==> src/fdr_pkg.sv <==
// Overview of operation
// - Address 0 reads a fixed 8-bit identification byte; writes ignored.
// - Address 1 bits 3:0 read a fixed 4-bit silicon revision number.
// - Address 1 bits 7:4 are reserved, read-only; host must not use them.
// - Address 2 bits 3:0 select flash timer 100 ms plus 50 ms per step.
// - Address 2 bits 5:4 select the single/dual LED detection threshold.
// - Address 2 bits 7:6 select indicator LED current, 2.5 mA to 10 mA.
// - Address 2 holds all three fields, each readable and writable by host.
// - Serial slave at address 0110000; pointer advances per data byte.
// - A read without pointer write starts at the pointer's last held address.
package fdr_pkg;

  // Register map
  localparam logic [7:0] REG_ID = 8'h00;
  localparam logic [7:0] REG_REV = 8'h01;
  localparam logic [7:0] REG_TIMER = 8'h02;

  // Field positions and reset values
  localparam int REV_LSB = 0;
  localparam int REV_MSB = 3;
  localparam int RSV_LSB = 4;
  localparam int RSV_MSB = 7;
  localparam logic [3:0] RSV_VALUE = 4'h0;
  localparam logic [3:0] TIMEOUT_RST = 4'hF;
  localparam logic [1:0] THRESH_RST = 2'h0;
  localparam logic [1:0] IND_RST = 2'h0;

  // Serial slave address, 7 bits
  localparam logic [6:0] SLAVE_ADDR = 7'h30;

  // Timing
  localparam int unsigned MCLK_HZ = 40_000_000;
  localparam int unsigned TIMEOUT_BASE_MS = 100;
  localparam int unsigned TIMEOUT_STEP_MS = 50;
  localparam int unsigned TIMEOUT_BASE_CYC = TIMEOUT_BASE_MS * (MCLK_HZ / 1000);
  localparam int unsigned TIMEOUT_STEP_CYC = TIMEOUT_STEP_MS * (MCLK_HZ / 1000);

  // Byte phases within a transfer
  localparam logic [1:0] PH_ADDR = 2'h0;
  localparam logic [1:0] PH_PTR = 2'h1;
  localparam logic [1:0] PH_DATA = 2'h2;

  typedef enum logic [2:0] {
    ST_IDLE = 3'b000,
    ST_RX = 3'b001,
    ST_ACK = 3'b010,
    ST_TX = 3'b011,
    ST_TXACK = 3'b100
  } fdr_state_e;

  // Register 2 layout
  typedef struct packed {
    logic [1:0] indicatorCurrent;
    logic [1:0] ledCountThreshold;
    logic [3:0] flashTimeout;
  } fdr_cfg_s;

  typedef struct packed {
    logic en;
    logic [7:0] addr;
    logic [7:0] data;
  } fdr_wr_s;

endpackage : fdr_pkg

==> src/fdr_serial_regs.sv <==
`timescale 1ns/1ps
`default_nettype none
module fdr_serial_regs #(
  parameter int unsigned BASE_CYC = fdr_pkg::TIMEOUT_BASE_CYC,
  parameter int unsigned STEP_CYC = fdr_pkg::TIMEOUT_STEP_CYC,
  parameter logic [7:0] SIGNATURE = 8'h5A, // Arbitrary value
  parameter logic [3:0] REVISION = 4'h0 // Arbitrary value
) (
  input wire logic mclk,
  input wire logic rst_n,
  input wire logic serialClockPin,
  input wire logic serialDataPinIn,
  output logic serialDataPinOut,
  output logic serialDataPinOeN,
  output fdr_pkg::fdr_cfg_s cfg,
  output logic [31:0] timeoutCycles
);
  import fdr_pkg::*;

  fdr_state_e state_q, state_d;
  logic sclPrev_q, sclPrev_d;
  logic sdaPrev_q, sdaPrev_d;
  logic [3:0] cnt_q, cnt_d;
  logic [7:0] shift_q, shift_d;
  logic [1:0] phase_q, phase_d;
  logic isRead_q, isRead_d;
  logic [7:0] ptr_q, ptr_d;
  logic oeN_q, oeN_d;
  logic [31:0] timeout_q, timeout_d;
  fdr_wr_s wr;
  logic [7:0] rdData;
  logic sclRise, sclFall, startCond, stopCond;

  // Pointer advance, wraps at 8 bits
  function automatic logic [7:0] ptrNext(input logic [7:0] p);
    return p + 8'h01;
  endfunction : ptrNext

  ////////////////////////////////////////////////////////////////////////////
  // Register bank
  fdr_regs #(
    .SIGNATURE(SIGNATURE),
    .REVISION(REVISION)
  ) uRegs (
    .mclk(mclk),
    .rst_n(rst_n),
    .wr(wr),
    .rdAddr(ptr_q),
    .rdData(rdData),
    .cfg(cfg)
  );

  ////////////////////////////////////////////////////////////////////////////
  // Bus conditions
  assign sclRise = serialClockPin && !sclPrev_q;
  assign sclFall = !serialClockPin && sclPrev_q;
  assign startCond = serialClockPin && sclPrev_q
    && sdaPrev_q && !serialDataPinIn;
  assign stopCond = serialClockPin && sclPrev_q
    && !sdaPrev_q && serialDataPinIn;

  ////////////////////////////////////////////////////////////////////////////
  // Slave state machine
  always_comb begin
    state_d = state_q;
    sclPrev_d = serialClockPin;
    sdaPrev_d = serialDataPinIn;
    cnt_d = cnt_q;
    shift_d = shift_q;
    phase_d = phase_q;
    isRead_d = isRead_q;
    ptr_d = ptr_q;
    oeN_d = oeN_q;
    wr = '0;
    if (startCond) begin
      state_d = ST_RX;
      cnt_d = 4'h0;
      phase_d = PH_ADDR;
      oeN_d = 1'b1;
    end else if (stopCond) begin
      state_d = ST_IDLE;
      oeN_d = 1'b1;
    end else begin
      unique case (state_q)
        ST_IDLE: begin
          oeN_d = 1'b1;
        end
        ST_RX: begin
          if (sclRise && cnt_q != 4'h8) begin
            shift_d = {shift_q[6:0], serialDataPinIn};
            cnt_d = cnt_q + 4'h1;
          end else if (sclFall && cnt_q == 4'h8) begin
            state_d = ST_ACK;
            oeN_d = 1'b0;
            unique case (phase_q)
              PH_ADDR: begin
                if (shift_q[7:1] == SLAVE_ADDR) begin
                  isRead_d = shift_q[0];
                  phase_d = shift_q[0] ? PH_DATA : PH_PTR;
                end else begin
                  state_d = ST_IDLE;
                  oeN_d = 1'b1;
                end
              end
              PH_PTR: begin
                ptr_d = shift_q;
                phase_d = PH_DATA;
              end
              default: begin
                wr.en = 1'b1;
                wr.addr = ptr_q;
                wr.data = shift_q;
                ptr_d = ptrNext(ptr_q);
              end
            endcase
          end
        end
        ST_ACK: begin
          if (sclFall) begin
            cnt_d = 4'h0;
            if (isRead_q) begin
              state_d = ST_TX;
              shift_d = rdData;
              oeN_d = rdData[7];
            end else begin
              state_d = ST_RX;
              oeN_d = 1'b1;
            end
          end
        end
        ST_TX: begin
          if (sclFall) begin
            if (cnt_q == 4'h7) begin
              state_d = ST_TXACK;
              oeN_d = 1'b1;
              ptr_d = ptrNext(ptr_q);
            end else begin
              shift_d = {shift_q[6:0], 1'b0};
              oeN_d = shift_q[6];
              cnt_d = cnt_q + 4'h1;
            end
          end
        end
        ST_TXACK: begin
          if (sclRise) begin
            shift_d[0] = serialDataPinIn;
          end else if (sclFall) begin
            cnt_d = 4'h0;
            if (!shift_q[0]) begin
              state_d = ST_TX;
              shift_d = rdData;
              oeN_d = rdData[7];
            end else begin
              state_d = ST_IDLE;
            end
          end
        end
        default: begin
          state_d = ST_IDLE;
          oeN_d = 1'b1;
        end
      endcase
    end
    timeout_d = BASE_CYC + STEP_CYC * 32'(cfg.flashTimeout);
  end

  always_ff @(posedge mclk or negedge rst_n) begin
    if (!rst_n) begin
      state_q <= ST_IDLE;
      sclPrev_q <= 1'b1;
      sdaPrev_q <= 1'b1;
      cnt_q <= 4'h0;
      shift_q <= 8'h00;
      phase_q <= PH_ADDR;
      isRead_q <= 1'b0;
      ptr_q <= 8'h00;
      oeN_q <= 1'b1;
      timeout_q <= 32'h0000_0000;
    end else begin
      state_q <= state_d;
      sclPrev_q <= sclPrev_d;
      sdaPrev_q <= sdaPrev_d;
      cnt_q <= cnt_d;
      shift_q <= shift_d;
      phase_q <= phase_d;
      isRead_q <= isRead_d;
      ptr_q <= ptr_d;
      oeN_q <= oeN_d;
      timeout_q <= timeout_d;
    end
  end

  assign serialDataPinOut = 1'b0;
  assign serialDataPinOeN = oeN_q;
  assign timeoutCycles = timeout_q;

  ////////////////////////////////////////////////////////////////////////////
  // Checks
  a_ptr_increment: assert property (@(posedge mclk) disable iff (!rst_n)
    wr.en |=> ptr_q == $past(ptr_q) + 8'h01)
    else $error("pointer did not increment after write");
  a_ack_drives_low: assert property (@(posedge mclk) disable iff (!rst_n)
    state_q == ST_ACK |-> !serialDataPinOeN)
    else $error("acknowledge not driven");
  a_addr_match: assert property (@(posedge mclk) disable iff (!rst_n)
    state_q == ST_RX && phase_q == PH_ADDR && !startCond && !stopCond
      && sclFall && cnt_q == 4'h8 && shift_q[7:1] != SLAVE_ADDR
      |=> state_q == ST_IDLE && serialDataPinOeN)
    else $error("foreign address acknowledged");
  a_read_keeps_ptr: assert property (@(posedge mclk) disable iff (!rst_n)
    state_q == ST_ACK && isRead_q && sclFall && !startCond && !stopCond
      |=> state_q == ST_TX && ptr_q == $past(ptr_q))
    else $error("read start moved pointer");
  a_timer_cycles: assert property (@(posedge mclk) disable iff (!rst_n)
    $stable(cfg.flashTimeout) |=> timeoutCycles
      == BASE_CYC + STEP_CYC * 32'($past(cfg.flashTimeout)))
    else $error("flash timer count wrong");
  a_nack_release: assert property (@(posedge mclk) disable iff (!rst_n)
    state_q == ST_TXACK |-> serialDataPinOeN)
    else $error("data held during master acknowledge");
  a_stop_release: assert property (@(posedge mclk) disable iff (!rst_n)
    stopCond |=> state_q == ST_IDLE && serialDataPinOeN)
    else $error("stop did not end the transfer");

endmodule : fdr_serial_regs
`default_nettype wire

==> src/fdr_regs.sv <==
`timescale 1ns/1ps
`default_nettype none
module fdr_regs #(
  parameter logic [7:0] SIGNATURE = 8'h5A, // Arbitrary value
  parameter logic [3:0] REVISION = 4'h0 // Arbitrary value
) (
  input wire logic mclk,
  input wire logic rst_n,
  input wire fdr_pkg::fdr_wr_s wr,
  input wire logic [7:0] rdAddr,
  output logic [7:0] rdData,
  output fdr_pkg::fdr_cfg_s cfg
);
  import fdr_pkg::*;

  fdr_cfg_s cfg_q, cfg_d;
  logic [7:0] rdData_q, rdData_d;

  ////////////////////////////////////////////////////////////////////////////
  // Write and read decode
  always_comb begin
    cfg_d = cfg_q;
    if (wr.en && wr.addr == REG_TIMER) begin
      cfg_d = fdr_cfg_s'(wr.data);
    end
    unique case (rdAddr)
      REG_ID: rdData_d = SIGNATURE;
      REG_REV: rdData_d = {RSV_VALUE, REVISION};
      REG_TIMER: rdData_d = cfg_q;
      default: rdData_d = 8'h00;
    endcase
  end

  always_ff @(posedge mclk or negedge rst_n) begin
    if (!rst_n) begin
      cfg_q <= {IND_RST, THRESH_RST, TIMEOUT_RST};
      rdData_q <= 8'h00;
    end else begin
      cfg_q <= cfg_d;
      rdData_q <= rdData_d;
    end
  end

  assign cfg = cfg_q;
  assign rdData = rdData_q;

  ////////////////////////////////////////////////////////////////////////////
  // Checks
  a_id_constant: assert property (@(posedge mclk) disable iff (!rst_n)
    rdAddr == REG_ID |=> rdData == SIGNATURE)
    else $error("identification byte wrong");
  a_rev_field: assert property (@(posedge mclk) disable iff (!rst_n)
    rdAddr == REG_REV |=> rdData[REV_MSB:REV_LSB] == REVISION)
    else $error("revision field wrong");
  a_reserved_zero: assert property (@(posedge mclk) disable iff (!rst_n)
    rdAddr == REG_REV |=> rdData[RSV_MSB:RSV_LSB] == RSV_VALUE)
    else $error("reserved bits not zero");
  a_timeout_write: assert property (@(posedge mclk) disable iff (!rst_n)
    wr.en && wr.addr == REG_TIMER |=> cfg.flashTimeout == $past(wr.data[3:0]))
    else $error("timeout field not written");
  a_thresh_write: assert property (@(posedge mclk) disable iff (!rst_n)
    wr.en && wr.addr == REG_TIMER
      |=> cfg.ledCountThreshold == $past(wr.data[5:4]))
    else $error("threshold field not written");
  a_ind_write: assert property (@(posedge mclk) disable iff (!rst_n)
    wr.en && wr.addr == REG_TIMER
      |=> cfg.indicatorCurrent == $past(wr.data[7:6]))
    else $error("indicator field not written");
  a_timer_readback: assert property (@(posedge mclk) disable iff (!rst_n)
    rdAddr == REG_TIMER |=> rdData == $past(cfg))
    else $error("timer register readback wrong");
  a_ro_unchanged: assert property (@(posedge mclk) disable iff (!rst_n)
    wr.en && wr.addr != REG_TIMER |=> $stable(cfg))
    else $error("read-only write changed state");

endmodule : fdr_regs
`default_nettype wire

==> config.mk <==
export PLATFORM = sky130hd
export DESIGN_NAME = fdr_serial_regs
export DESIGN_NICKNAME = d
export VERILOG_FILES = /design/src/fdr_pkg.sv /design/src/fdr_serial_regs.sv /design/src/fdr_regs.sv
export SDC_FILE = /design/constraint.sdc
export NUM_CORES = 1
export LEC_CHECK = 0
export ABC_AREA = 1
export BUFFER_PORTS_ARGS = -buffer_cell sky130_fd_sc_hd__buf_2
export CORE_ASPECT_RATIO = 1.2
export CORE_MARGIN = 8
export CORE_UTILIZATION = 45
export CTS_CLUSTER_SIZE = 24
export DETAILED_ROUTE_END_ITERATION = 7
export SETUP_SLACK_MARGIN = 0.3
export SLEW_MARGIN = 30
export SYNTH_ARGS = -nofsm -noshare
export SYNTH_HDL_FRONTEND = slang
export SYNTH_SLANG_ARGS = --single-unit
==> constraint.sdc <==
create_clock -name mclk -period 3.9 [get_ports mclk]
set_input_delay 0.39 -clock mclk [delete_from_list [all_inputs] [get_ports mclk]]
set_output_delay 0.39 -clock mclk [all_outputs]
set_load 0.02 [all_outputs]
; ---- Yosys cells after proc, flatten, opt, wreduce, memory -nomap -nowiden
; Index checks and enable logic that the tools add are counted.
[totals]
ff_bits = 71
wordCells = 161
[classes]
add_sub_neg = 3
mul = 1
eq_ne = 40
n_mux = 67
bitwise_logic = 3
n_reduce_logical = 32
[ops]
columns = op, count
row1 = $mux 17, 6
row2 = $mux 8, 11
row3 = $pmux 8 s2, 3
row4 = $ne 4x4->1 const B, 9
row5 = $pmux 8 s4, 1
row6 = $mux 4, 7
row7 = $ne 2x2->1 const B, 14
row8 = $mux 3, 9
row9 = $add 22x25->26 const A, 1
row10 = $mux 2, 11
row11 = $ne 3x3->1 const B, 7
row12 = $mul 14x4->18 const A, 1
row13 = $eq 8x2->1 const B, 2
row14 = $pmux 4 s4, 1
row15 = $reduce_and 8->1, 2
row16 = $pmux 3 s5, 1
row17 = $mux 1, 14
row18 = $reduce_and 7->1, 2
row19 = $reduce_and 6->1, 2
row20 = $reduce_and 11->1, 1
row21 = $logic_and 1x1->1, 10
row22 = $reduce_and 9->1, 1
row23 = $add 8x1->8 const B, 1
row24 = $logic_not 8->1, 1
row25 = other kinds (20), 28

; ---- Logic depth before layout (Yosys ltp)
; Gate-level depths: netlist of the first run.
[logic_depth]
ltp_word = 10
depth_mapped = 14

; ---- By module
; A second synthesis of the first run with hierarchy kept.
[hier_totals]
hier_cells = 564
area_unflattened_um2 = 4280.4
[by_module_without_submodules]
columns = module, n_inst, cells_per_inst, area_per_inst_um2
row1 = fdr_serial_regs, 1, 486, 3559.7
row2 = fdr_regs, 1, 78, 720.7

; ---- Worst setup path before layout of the first run
; Ideal clock, no wire load.
[synth_timing]
kind = flip-flop to flip-flop
start = register uRegs.cfg_q, in the netlist uRegs.cfg[2]
end = register timeout_q[22] (netlist: timeoutCycles[22])
setup_time_ns = 0.125
arrival_time_ns = 2.719
setup_slack_ns = 1.056
stages_incl_launch_ff = 9
period_less_slack_ns = 2.844
path_cell_list = dfstp_2 fa_1 fa_1 ha_1 a21oi_1 nand3_1 a21oi_1 nand2_1 xor2_1
[synth_via]
elab_chain_cells = 2
[synth_lines]
columns = item, line_no
row1 = start: declaration, fdr_regs.sv:16  ; fdr_cfg_s cfg_q, cfg_d;
row2 = start signal: assignment, fdr_regs.sv:36  ; cfg_q <= {IND_RST, THRESH_RST, TIMEOUT_RST};
row3 = start signal: assignment, fdr_regs.sv:39  ; cfg_q <= cfg_d;
row4 = $mul 14x4->18, fdr_serial_regs.sv:164  ; timeout_d = BASE_CYC + STEP_CYC * 32'(cfg.flashTimeout);
row5 = $add 22x25->26, fdr_serial_regs.sv:164
row6 = net timeout_d[22], fdr_serial_regs.sv:29  ; logic [31:0] timeout_q, timeout_d;
row7 = end signal: assignment, fdr_serial_regs.sv:189  ; timeout_q <= timeout_d;
row8 = end: declaration, fdr_serial_regs.sv:29
; The timed path passes the listed nets, and every way through them passes these cells.
; A chain may end at the register's enable or synchronous reset.

; ---- Worst setup path in the final report of the first run
[layout_timing]
start = register uRegs.cfg_q, in the netlist uRegs.cfg[1]
end = register timeout_q[24] (netlist: timeoutCycles[24])
; Same word-level chain as after synthesis.

==> results of run 1 <==
critical path, stage by stage, from the launching register on:
cell and delay, ps:
dfstp_2 680, fa_1 470, fa_1 450, ha_1 390
a21oi_1 250, nand3_1 120, a21oi_1 200, nand2_1 120
nand4_1 130, nand2_1 70
layout make-up:
class | instances | area (um^2)
timing repair buffer | 32 | 162.7
sequential | 64 | 1610
fill | 896 | 4436
multi-input combinational | 380 | 2140
clock inverter | 3 | 17.52
tap | 120 | 150.1
clock buffer | 13 | 158.9
inverter | 57 | 216.5
cell families after synthesis:
kind of cell | after synthesis | share of synthesized area
buf+inv | 75 | 0.08619
other cells | 1 | 0.0009259
fa+ha+maj | 29 | 0.09886
xor+xnor | 19 | 0.04109
compound gates | 61 | 0.08279
flops | 64 | 0.3976
simple gates | 257 | 0.2926
sequential cells by signal (all words and copies together), names as in the netlist, 2 cells and up:
name           cells
state_q            3
phase_q            2
uRegs.rdData       8
ptr_q              8
shift_q            8
uRegs.cfg          8
cnt_q              4
timeoutCycles     19
cells in the final DEF, fill, tap and decap left out, types with 14 or more instances in the layout:
cell | Yosys | routed
xor2_1 | 14 | 14
inv_1 | 49 | 49
nand2_1 | 125 | 125
ha_1 | 24 | 24
buf_2 | 1 | 31
o21ai_0 | 27 | 27
a21oi_1 | 16 | 16
nand3_1 | 51 | 51
dfrtp_1 | 57 | 57
conb_1 | 1 | 14
nor2_1 | 41 | 41
power groups by stage:
stage	Combinational, mW	Clock (mW)	Sequential, mW
finish	0.536	0.524	0.847
global route	0.621	0.567	0.863
CTS	0.540	0.542	0.847
detailed placement	0.537	0	0.859
global placement	0.533	0	0.856
floorplan	0.423	0	0.840
worst paths after layout:
check	cells after the start	to	startpoint	slack, ps
setup / recovery	9	timeoutCycles[24]	uRegs.cfg[1]	900
hold / removal	1	state_q[1]	rst_n	140
setup reg to reg	9	timeoutCycles[24]	uRegs.cfg[1]	900
hold reg to reg	2	shift_q[1]	shift_q[1]	480
max in group asynchronous	2	uRegs.cfg[0]	rst_n	2850
min in group mclk	1	sdaPrev_q	serialDataPinIn	150
layer usage:
| metal | global-route usage | up-vias |
|---|---|---|
| met4 | 0.08096 | 0 |
| li1 | - | 1693 |
| met5 | 0 | - |
| met1 | 0.2031 | 1558 |
| met2 | 0.2697 | 60 |
| met3 | 0.02144 | 17 |
through the flow:
stage / instance area [um^2] / setup WS, ps / utilization
after floorplan: 4099 / 1056 / -
after global placement: 4279 / 992.9 / 0.4813
after detailed placement: 4279 / 925.8 / 0.4813
after CTS: 4456 / 902.9 / 0.5011
after global routing: 4456 / 712.5 / 0.5011
final: 4456 / 896.9 / 0.5011
==> results.sh, run 1 <==
export IMPL_critPathArrivalTime_ps=3230
export IMPL_final_period_minus_worst_setup_slack_ps=3003
export IMPL_grt_max_degree=38
export IMPL_power_share_clock=0.275
export IMPL_routed_via_density=4.975
export IMPL_postSynthRegisterBits=64
export IMPL_final_setup_tns_ps=0
export IMPL_warnings_synthesis=0
export IMPL_postRouteWirelength_um=9297
export IMPL_core_area_mm2=0.008891
export IMPL_cts_tree="done"
export IMPL_globalplace_congestion=0.8780
export IMPL_met2_length_um=4600
export IMPL_power_sequential_fraction=0.444
export IMPL_die_width_um=102.6
export IMPL_report_final_slew_viol_count=0
export IMPL_maxClockFrequency_mhz=333.0
export IMPL_dr_wl_met3_um=274
export IMPL_path_clk_slew_ps=70
export IMPL_number_of_buffers_inserted_during_clock_tree_synthesis=9
export IMPL_syn_avg_cell_area_um2=8.004
export IMPL_synth_top_cell_area_share=0.3522
export IMPL_post_cts_repair_setup_buffers=0
export IMPL_insertion_delay_ps=350
export IMPL_power_leakage_nw=2.368
export IMPL_count_of_flip_flops_with_a_built_in_enable_after_synthesis=0
export IMPL_clk_root_buffer_cell="clkbuf_8"
export IMPL_h_tree_depth=3
export IMPL_finalNetCount=577
export IMPL_route_antenna_remaining_nets=0
export IMPL_wl_per_cell_um=13.90
export IMPL_initial_utilization=0.4555
export IMPL_drc_errors=0
export IMPL_highest_layer="met4"
export IMPL_ctsLongestPathBuffers=2
export IMPL_synthFlopType="dfrtp_1"
export IMPL_drt_pass1_iter_count=4
export IMPL_n_antenna_cell=0
export IMPL_tightest_slew_ps=832.6
export IMPL_cts_hold_repair_buffers=0
export IMPL_dpl_hpwl_um=7136
export IMPL_min_delay_path_class="input pin to async pin"
export IMPL_num_rows=38
export IMPL_setup_worst_path_class="flop to flop"
export IMPL_die_height_um=119.9
export IMPL_dp_cells=653
export IMPL_async_flop_share=1.000
export IMPL_relSlewSlack=0.4449
export IMPL_grt_first_pass_wirelength_um=15900
export IMPL_synthesis_to_layout_area_growth_pct=10.01
export IMPL_finalHoldViolations=0
export IMPL_p_sw_frac=0.3697
export IMPL_p_sw_mw=0.7051
export IMPL_cell_count_after_synthesis=506
export IMPL_reported_max_cap_violation_count=0
export IMPL_run_status="finished, final reports clean"
export IMPL_p_per_area_mw_per_mm2=428.1
export IMPL_ctsResizeCount=0
export IMPL_finalSetupViolCount=0
export IMPL_synth_top_cells_by_count="nand2_1, dfrtp_1, nand3_1, inv_1, nor2_1"
export IMPL_total_power_mw=1.907
export IMPL_netlist_top_cells_area="dfrtp_1, nand2_1, ha_1, nand3_1, dfstp_2"
export IMPL_timing_clock_skew_ps=10.31
export IMPL_critPathLaunchType="flop"
export IMPL_final_instance_count_excl_fill=669
export IMPL_routedLengthMet1_um=4197
export IMPL_cp_data_required_time_ps=4130
export IMPL_post_synth_top_area_cell="dfrtp_1"
export IMPL_ir_worst_vdd_v=0.0001636
export IMPL_number_of_global_route_vias_before_repair=3343
export IMPL_critPathMaxFanout=11
export IMPL_io_pin_count=46
export IMPL_die_area_mm2=0.01230
export IMPL_cp_end_kind="flop"
export IMPL_port_buffers=31
export IMPL_drt_iter0_markers=126
export IMPL_fin_hold_ws_ps=136.7
export IMPL_synth_seq_area_share=0.3976
export IMPL_total_number_of_clock_tree_sinks=64
export IMPL_comb_power_share=0.281
export IMPL_mappedNetlistArea_mm2=0.004050
export IMPL_grt_use_total=0.1634
export IMPL_synth_lib_cells_used_distinct=38
export IMPL_grt_setup_unrepaired="no"
export IMPL_share_of_cells_above_drive_strength_1=0.1530
export IMPL_yosysMostFrequentCell="nand2_1"
export IMPL_final_period_utilization=0.7700
export IMPL_grt_residual_overflow=0
export IMPL_initial_antenna_violation_count=0
export IMPL_cell_internal_pwr_mw=1.202
export IMPL_detailroute_via_count=3328
Power figures use the tool's default switching activity.
==> run 2, diff against run 1 <==
- clock period: 3.9 -> 2.9 ns (I/O delays scaled with it)
==> run 2 against run 1 <==
  * Clock-buffer cell count decreased by 1
  * Hold slack got worse by 66 ps
  * Sequential power increased by 35%
  * Sequential cell count unchanged
  * Total power increased by 37%
  * Sequential share of layout area decreased by 1.5 points
  * Via count increased by 2.9%
  * Clock skew decreased by 4.0 ps
  * Critical path type unchanged
  * Largest power group unchanged
==> results.sh, run 2 (synthesis results as in run 1) <==
export IMPL_detailroute_via_count=3425
export IMPL_grt_use_total=0.1735
export IMPL_grt_residual_overflow=0
export IMPL_number_of_global_route_vias_before_repair=3414
export IMPL_power_share_clock=0.284
export IMPL_timing_clock_skew_ps=6.334
export IMPL_finalNetCount=584
export IMPL_comb_power_share=0.280
export IMPL_tightest_slew_ps=812.1
export IMPL_total_power_mw=2.609
export IMPL_route_antenna_remaining_nets=0
export IMPL_placed_cell_area_mm2=0.004349
export IMPL_postRouteWirelength_um=9858
export IMPL_design_area_mm2=0.004646
export IMPL_total_number_of_clock_tree_sinks=64
export IMPL_clk_root_buffer_cell="clkbuf_8"
export IMPL_critPathMaxFanout=6
export IMPL_drt_pass1_iter_count=5
export IMPL_p_per_area_mw_per_mm2=561.7
export IMPL_maxClockFrequency_mhz=359.1
export IMPL_share_of_cells_above_drive_strength_1=0.1960
export IMPL_dp_cells=656
export IMPL_ctsLongestPathBuffers=2
export IMPL_insertion_delay_ps=350
export IMPL_largest_register_ff_count=19
export IMPL_io_pin_count=46
export IMPL_layout_commonest_cell="nand2_1"
export IMPL_die_width_um=102.6
export IMPL_cts_tree="done"
export IMPL_num_rows=38
export IMPL_finalSetupViolCount=0
export IMPL_cts_hold_repair_buffers=0
export IMPL_die_area_mm2=0.01230
export IMPL_initial_antenna_violation_count=0
export IMPL_power_leakage_nw=2.430
export IMPL_hold_start="serialDataPinIn"
export IMPL_port_buffers=31
export IMPL_critPathLaunchType="flop"
export IMPL_synthesis_to_layout_area_growth_pct=14.71
export IMPL_grt_first_pass_wirelength_um=16530
export IMPL_die_height_um=119.9
export IMPL_cell_internal_pwr_mw=1.656
export IMPL_final_instance_count_excl_fill=676
export IMPL_ir_worst_vdd_v=0.0002602
export IMPL_worstSetupStartpoint="uRegs.cfg[1]"
export IMPL_rr_startpoint="uRegs.cfg[1]"
export IMPL_finalHoldViolations=0
export IMPL_globalplace_congestion=0.9165
export IMPL_reported_max_cap_violation_count=0
export IMPL_power_sequential_fraction=0.436
export IMPL_drt_iter0_markers=163
export IMPL_final_period_minus_worst_setup_slack_ps=2785
export IMPL_report_final_slew_viol_count=0
export IMPL_setup_worst_path_class="flop to flop"
export IMPL_p_sw_mw=0.9537
export IMPL_setup_ws_final_ps=115.2
export IMPL_wl_per_cell_um=14.58
export IMPL_h_tree_depth=3
export IMPL_critPathArrivalTime_ps=3020
export IMPL_layout_cells_most_common_list="nand2_1, dfrtp_1, inv_1, nand3_1, nor2_1"
export IMPL_relSlewSlack=0.4586
export IMPL_cp_data_required_time_ps=3140
export IMPL_grt_max_degree=65
export IMPL_drc_errors=0
export IMPL_dpl_hpwl_um=7355
export IMPL_min_delay_path_class="input pin to flop"
export IMPL_path_clk_slew_ps=70
export IMPL_fillers=884
export IMPL_p_sw_frac=0.3655
export IMPL_cp_end_kind="flop"
export IMPL_final_period_utilization=0.9603
export IMPL_worst_slack_after_detailed_placement_ps=189.9
export IMPL_n_antenna_cell=0
export IMPL_initial_utilization=0.4555
export IMPL_grt_setup_unrepaired="yes"
export IMPL_number_of_buffers_inserted_during_clock_tree_synthesis=9
export IMPL_postLayoutCoreUtil=0.5225
export IMPL_routed_via_density=5.067
export IMPL_run_status="finished, final reports clean"
export IMPL_core_area_mm2=0.008891
[run 2: cell count changes in the layout (fill, tap and decap cells not counted), sizes merged]
cell / delta
buf: +7
clkinv: +1
clkinvlp: -1
bufinv: +1
clkbuf: -1
[run 2: worst paths after layout]
kind	endpoint	slack [ps]	cells after the start
worst max register to register	timeoutCycles[24]	120	11
worst max-delay path	timeoutCycles[24]	120	11
max in group asynchronous	shift_q[1]	2250	2
worst min-delay path	sdaPrev_q	70	1
worst min register to register	serialDataPinOeN	470	2
min in group asynchronous	state_q[2]	110	2
[run 2: layout make-up]
type	instances	area [um^2]	share of cell area
inverter	57	216.5	0.04659
multi-input combinational	380	2273	0.4894
sequential	64	1610	0.3466
clock buffer	12	135.1	0.02909
timing repair buffer	39	215.2	0.04632
tap	120	150.1	0.03232
clock inverter	4	45.04	0.009696
[run 2: through the flow]
stage / TNS (ps) / hold WS, ps
4_1_cts: 0 / 53.37
2_1_floorplan: 0 / -5.591
6_report: 0 / 70.99
3_5_place_dp: 0 / 434.1
5_1_grt: -11.28 / 50.36
3_3_place_gp: 0 / 430.3
[run 2: timing repair]
item	4_1_cts	5_1_grt
pin swaps	7	7
endpoints found under the setup margin	4	5
buffers inserted	4	0
gates resized for setup	8	10
[run 2: power by group through the flow]
stage	registers (mW)	logic (mW)	clock network (mW)
after floorplan	1.13	0.569	0
after global placement	1.15	0.712	0
after detailed placement	1.15	0.726	0
after CTS	1.14	0.733	0.770
after global routing	1.16	0.842	0.808
final	1.14	0.732	0.741
[run 2: worst max-delay path, cell delays in order (launching register included)]
cell and delay, ps:
dfstp_2 570, fa_1 460, fa_1 560, ha_4 260
a21oi_4 220, nor2_1 100, nor2_1 110, nand3_1 100
nand2_2 120, nand3_2 60, nand2_1 60, nand2_1 60
[run 2: metal layers]
layer | GRT usage | share of wire | up-vias
li1 | - | - | 1706
met1 | 0.2010 | 0.43 | 1625
met2 | 0.2954 | 0.51 | 76
met3 | 0.03708 | 0.037 | 18
met4 | 0.08096 | 0.025 | 0
met5 | 0 | 0 | -
==> run 3, diff against run 2 <==
- clock period: 2.9 -> 3.55 ns (I/O delays scaled with it)
==> run 3 against run 2 <==
  * Hold slack better by 62 ps
  * Highest routed layer unchanged
  * Sequential cell count unchanged
  * Critical path type unchanged
  * Largest cell class unchanged
  * Maximum frequency down 5.9%
==> results.sh, run 3 (synthesis results as in run 1) <==
export IMPL_die_area_mm2=0.01230
export IMPL_grt_residual_overflow=0
export IMPL_n_antenna_cell=0
export IMPL_synthesis_to_layout_area_growth_pct=9.978
export IMPL_h_tree_depth=3
export IMPL_layout_cells_most_common_list="nand2_1, dfrtp_1, nand3_1"
export IMPL_grt_first_pass_wirelength_um=15700
export IMPL_drt_iter0_markers=125
export IMPL_dpl_hpwl_um=7135
export IMPL_maxClockFrequency_mhz=338.1
export IMPL_core_area_mm2=0.008891
export IMPL_final_period_minus_worst_setup_slack_ps=2958
export IMPL_setup_reg_to_reg_worst_slack_ps=590
export IMPL_finalHoldViolations=0
export IMPL_reported_max_cap_violation_count=0
export IMPL_ir_worst_vdd_v=0.0002474
export IMPL_ctsResizeCount=0
export IMPL_power_sequential_fraction=0.455
export IMPL_die_width_um=102.6
export IMPL_cp_end_kind="flop"
export IMPL_drc_errors=0
export IMPL_die_height_um=119.9
export IMPL_number_of_global_route_vias_before_repair=3329
export IMPL_critPathMaxFanout=11
export IMPL_design_area_mm2=0.004454
export IMPL_drt_pass1_iter_count=4
export IMPL_grt_setup_unrepaired="no"
export IMPL_cts_tree="done"
export IMPL_critPathArrivalTime_ps=3190
export IMPL_cell_internal_pwr_mw=1.283
export IMPL_wl_per_cell_um=13.63
export IMPL_io_pin_count=46
export IMPL_final_period_utilization=0.8332
export IMPL_largest_register_ff_count=19
export IMPL_finalSetupViolCount=0
export IMPL_cp_data_required_time_ps=3780
export IMPL_timing_clock_skew_ps=11.42
export IMPL_multi_input_comb_area_mm2=0.002140
export IMPL_tightest_slew_ps=531.3
export IMPL_run_status="finished, final reports clean"
export IMPL_setup_worst_path_class="flop to flop"
export IMPL_initial_utilization=0.4555
export IMPL_initial_antenna_violation_count=0
export IMPL_regArea_mm2=0.001610
export IMPL_critPathLaunchType="flop"
export IMPL_p_sw_frac=0.3734
export IMPL_min_delay_path_class="input pin to flop"
export IMPL_placed_cell_area_mm2=0.004287
export IMPL_num_rows=38
export IMPL_postRouteWirelength_um=9146
export IMPL_share_of_cells_above_drive_strength_1=0.1525
export IMPL_path_clk_slew_ps=70
export IMPL_fillers=881
export IMPL_comb_power_share=0.290
export IMPL_layout_commonest_cell="nand2_1"
export IMPL_number_of_buffers_inserted_during_clock_tree_synthesis=9
export IMPL_grt_use_total=0.1618
export IMPL_clk_root_buffer_cell="clkbuf_8"
export IMPL_power_share_clock=0.255
export IMPL_p_sw_mw=0.7645
export IMPL_final_setup_tns_ps=0
export IMPL_report_final_slew_viol_count=0
export IMPL_detailroute_via_count=3307
export IMPL_finalNetCount=579
export IMPL_port_buffers=31
export IMPL_route_antenna_remaining_nets=0
export IMPL_globalplace_congestion=0.8806
export IMPL_p_per_area_mw_per_mm2=459.6
export IMPL_grt_max_degree=29
export IMPL_routed_via_density=4.928
export IMPL_power_leakage_nw=2.368
export IMPL_ctsLongestPathBuffers=2
export IMPL_insertion_delay_ps=330
export IMPL_relSlewSlack=0.6454
export IMPL_total_number_of_clock_tree_sinks=64
==> run 3: changes by cell type in the layout (fill, tap and decap cells not counted), moves of 2 or more <==
cell,previous run,this run
a21oi_4,2,0
a21oi_1,14,16
nand2_4,5,3
ha_1,21,24
nand3_4,3,1
ha_4,2,0
nand2_2,12,8
nand3_1,48,51
buf_4,8,2
nand2_1,119,125
==> run 3: area by class of cell <==
cell class / instances / area share
clock buffers: 12 / 0.03034
flip-flops and latches: 64 / 0.3615
clock inverters: 4 / 0.005056
multi-input cells: 380 / 0.4803
well taps: 120 / 0.03371
repair buffers: 34 / 0.04045
inverters: 57 / 0.04860
==> run 3: power by group through the flow <==
| stage | registers [mW] | logic (mW) | clock network [mW] |
|---|---|---|---|
| floorplan | 0.923 | 0.465 | 0 |
| global placement | 0.940 | 0.587 | 0 |
| detailed placement | 0.943 | 0.593 | 0 |
| CTS | 0.930 | 0.599 | 0.537 |
| global route | 0.945 | 0.679 | 0.571 |
| finish | 0.931 | 0.593 | 0.523 |
==> run 3: layer usage <==
layer / up-vias / GRT usage / wire length [um]
met1: 1560 / 0.1963 / 4089
met2: 46 / 0.2693 / 4649
met5: - / 0 / 0
met3: 8 / 0.02781 / 281
li1: 1693 / - / -
met4: 0 / 0.07728 / 127
==> run 3: final timing paths <==
path                                          end  cells past startpoint              from
worst max-delay path            timeoutCycles[24]                      9      uRegs.cfg[1]
max in group asynchronous            uRegs.cfg[2]                      3             rst_n
min in group asynchronous              phase_q[1]                      2             rst_n
worst min-delay path                    sdaPrev_q                      1   serialDataPinIn
worst max register to register  timeoutCycles[24]                      9      uRegs.cfg[1]
worst min register to register   serialDataPinOeN                      2  serialDataPinOeN
==> run 3: worst max-delay path: stages, from the launching register on <==
cell and delay, ps:
dfstp_2 670, fa_1 470, fa_1 450, ha_1 380
a21oi_1 250, nand3_1 120, a21oi_1 200, nand2_1 130
nand4_1 120, nand2_1 60
==> run 3: through the flow <==
step	utilization	hold slack, ps	worst slack, ps	power [mW]	cells
2_1_floorplan	-	59.41	706.2	1.388	519
3_3_place_gp	0.4821	350.1	643.1	1.527	654
3_5_place_dp	0.4821	349.8	576.7	1.537	654
4_1_cts	0.5010	110.0	563.9	2.066	671
5_1_grt	0.5010	114.6	378.4	2.196	671
6_report	0.5010	133.0	592.1	2.047	671
==> run 3: timing repair <==
action	in CTS	in global routing
hold buffers	1	0
endpoints found under the hold margin	18	0
setup buffers	0	0
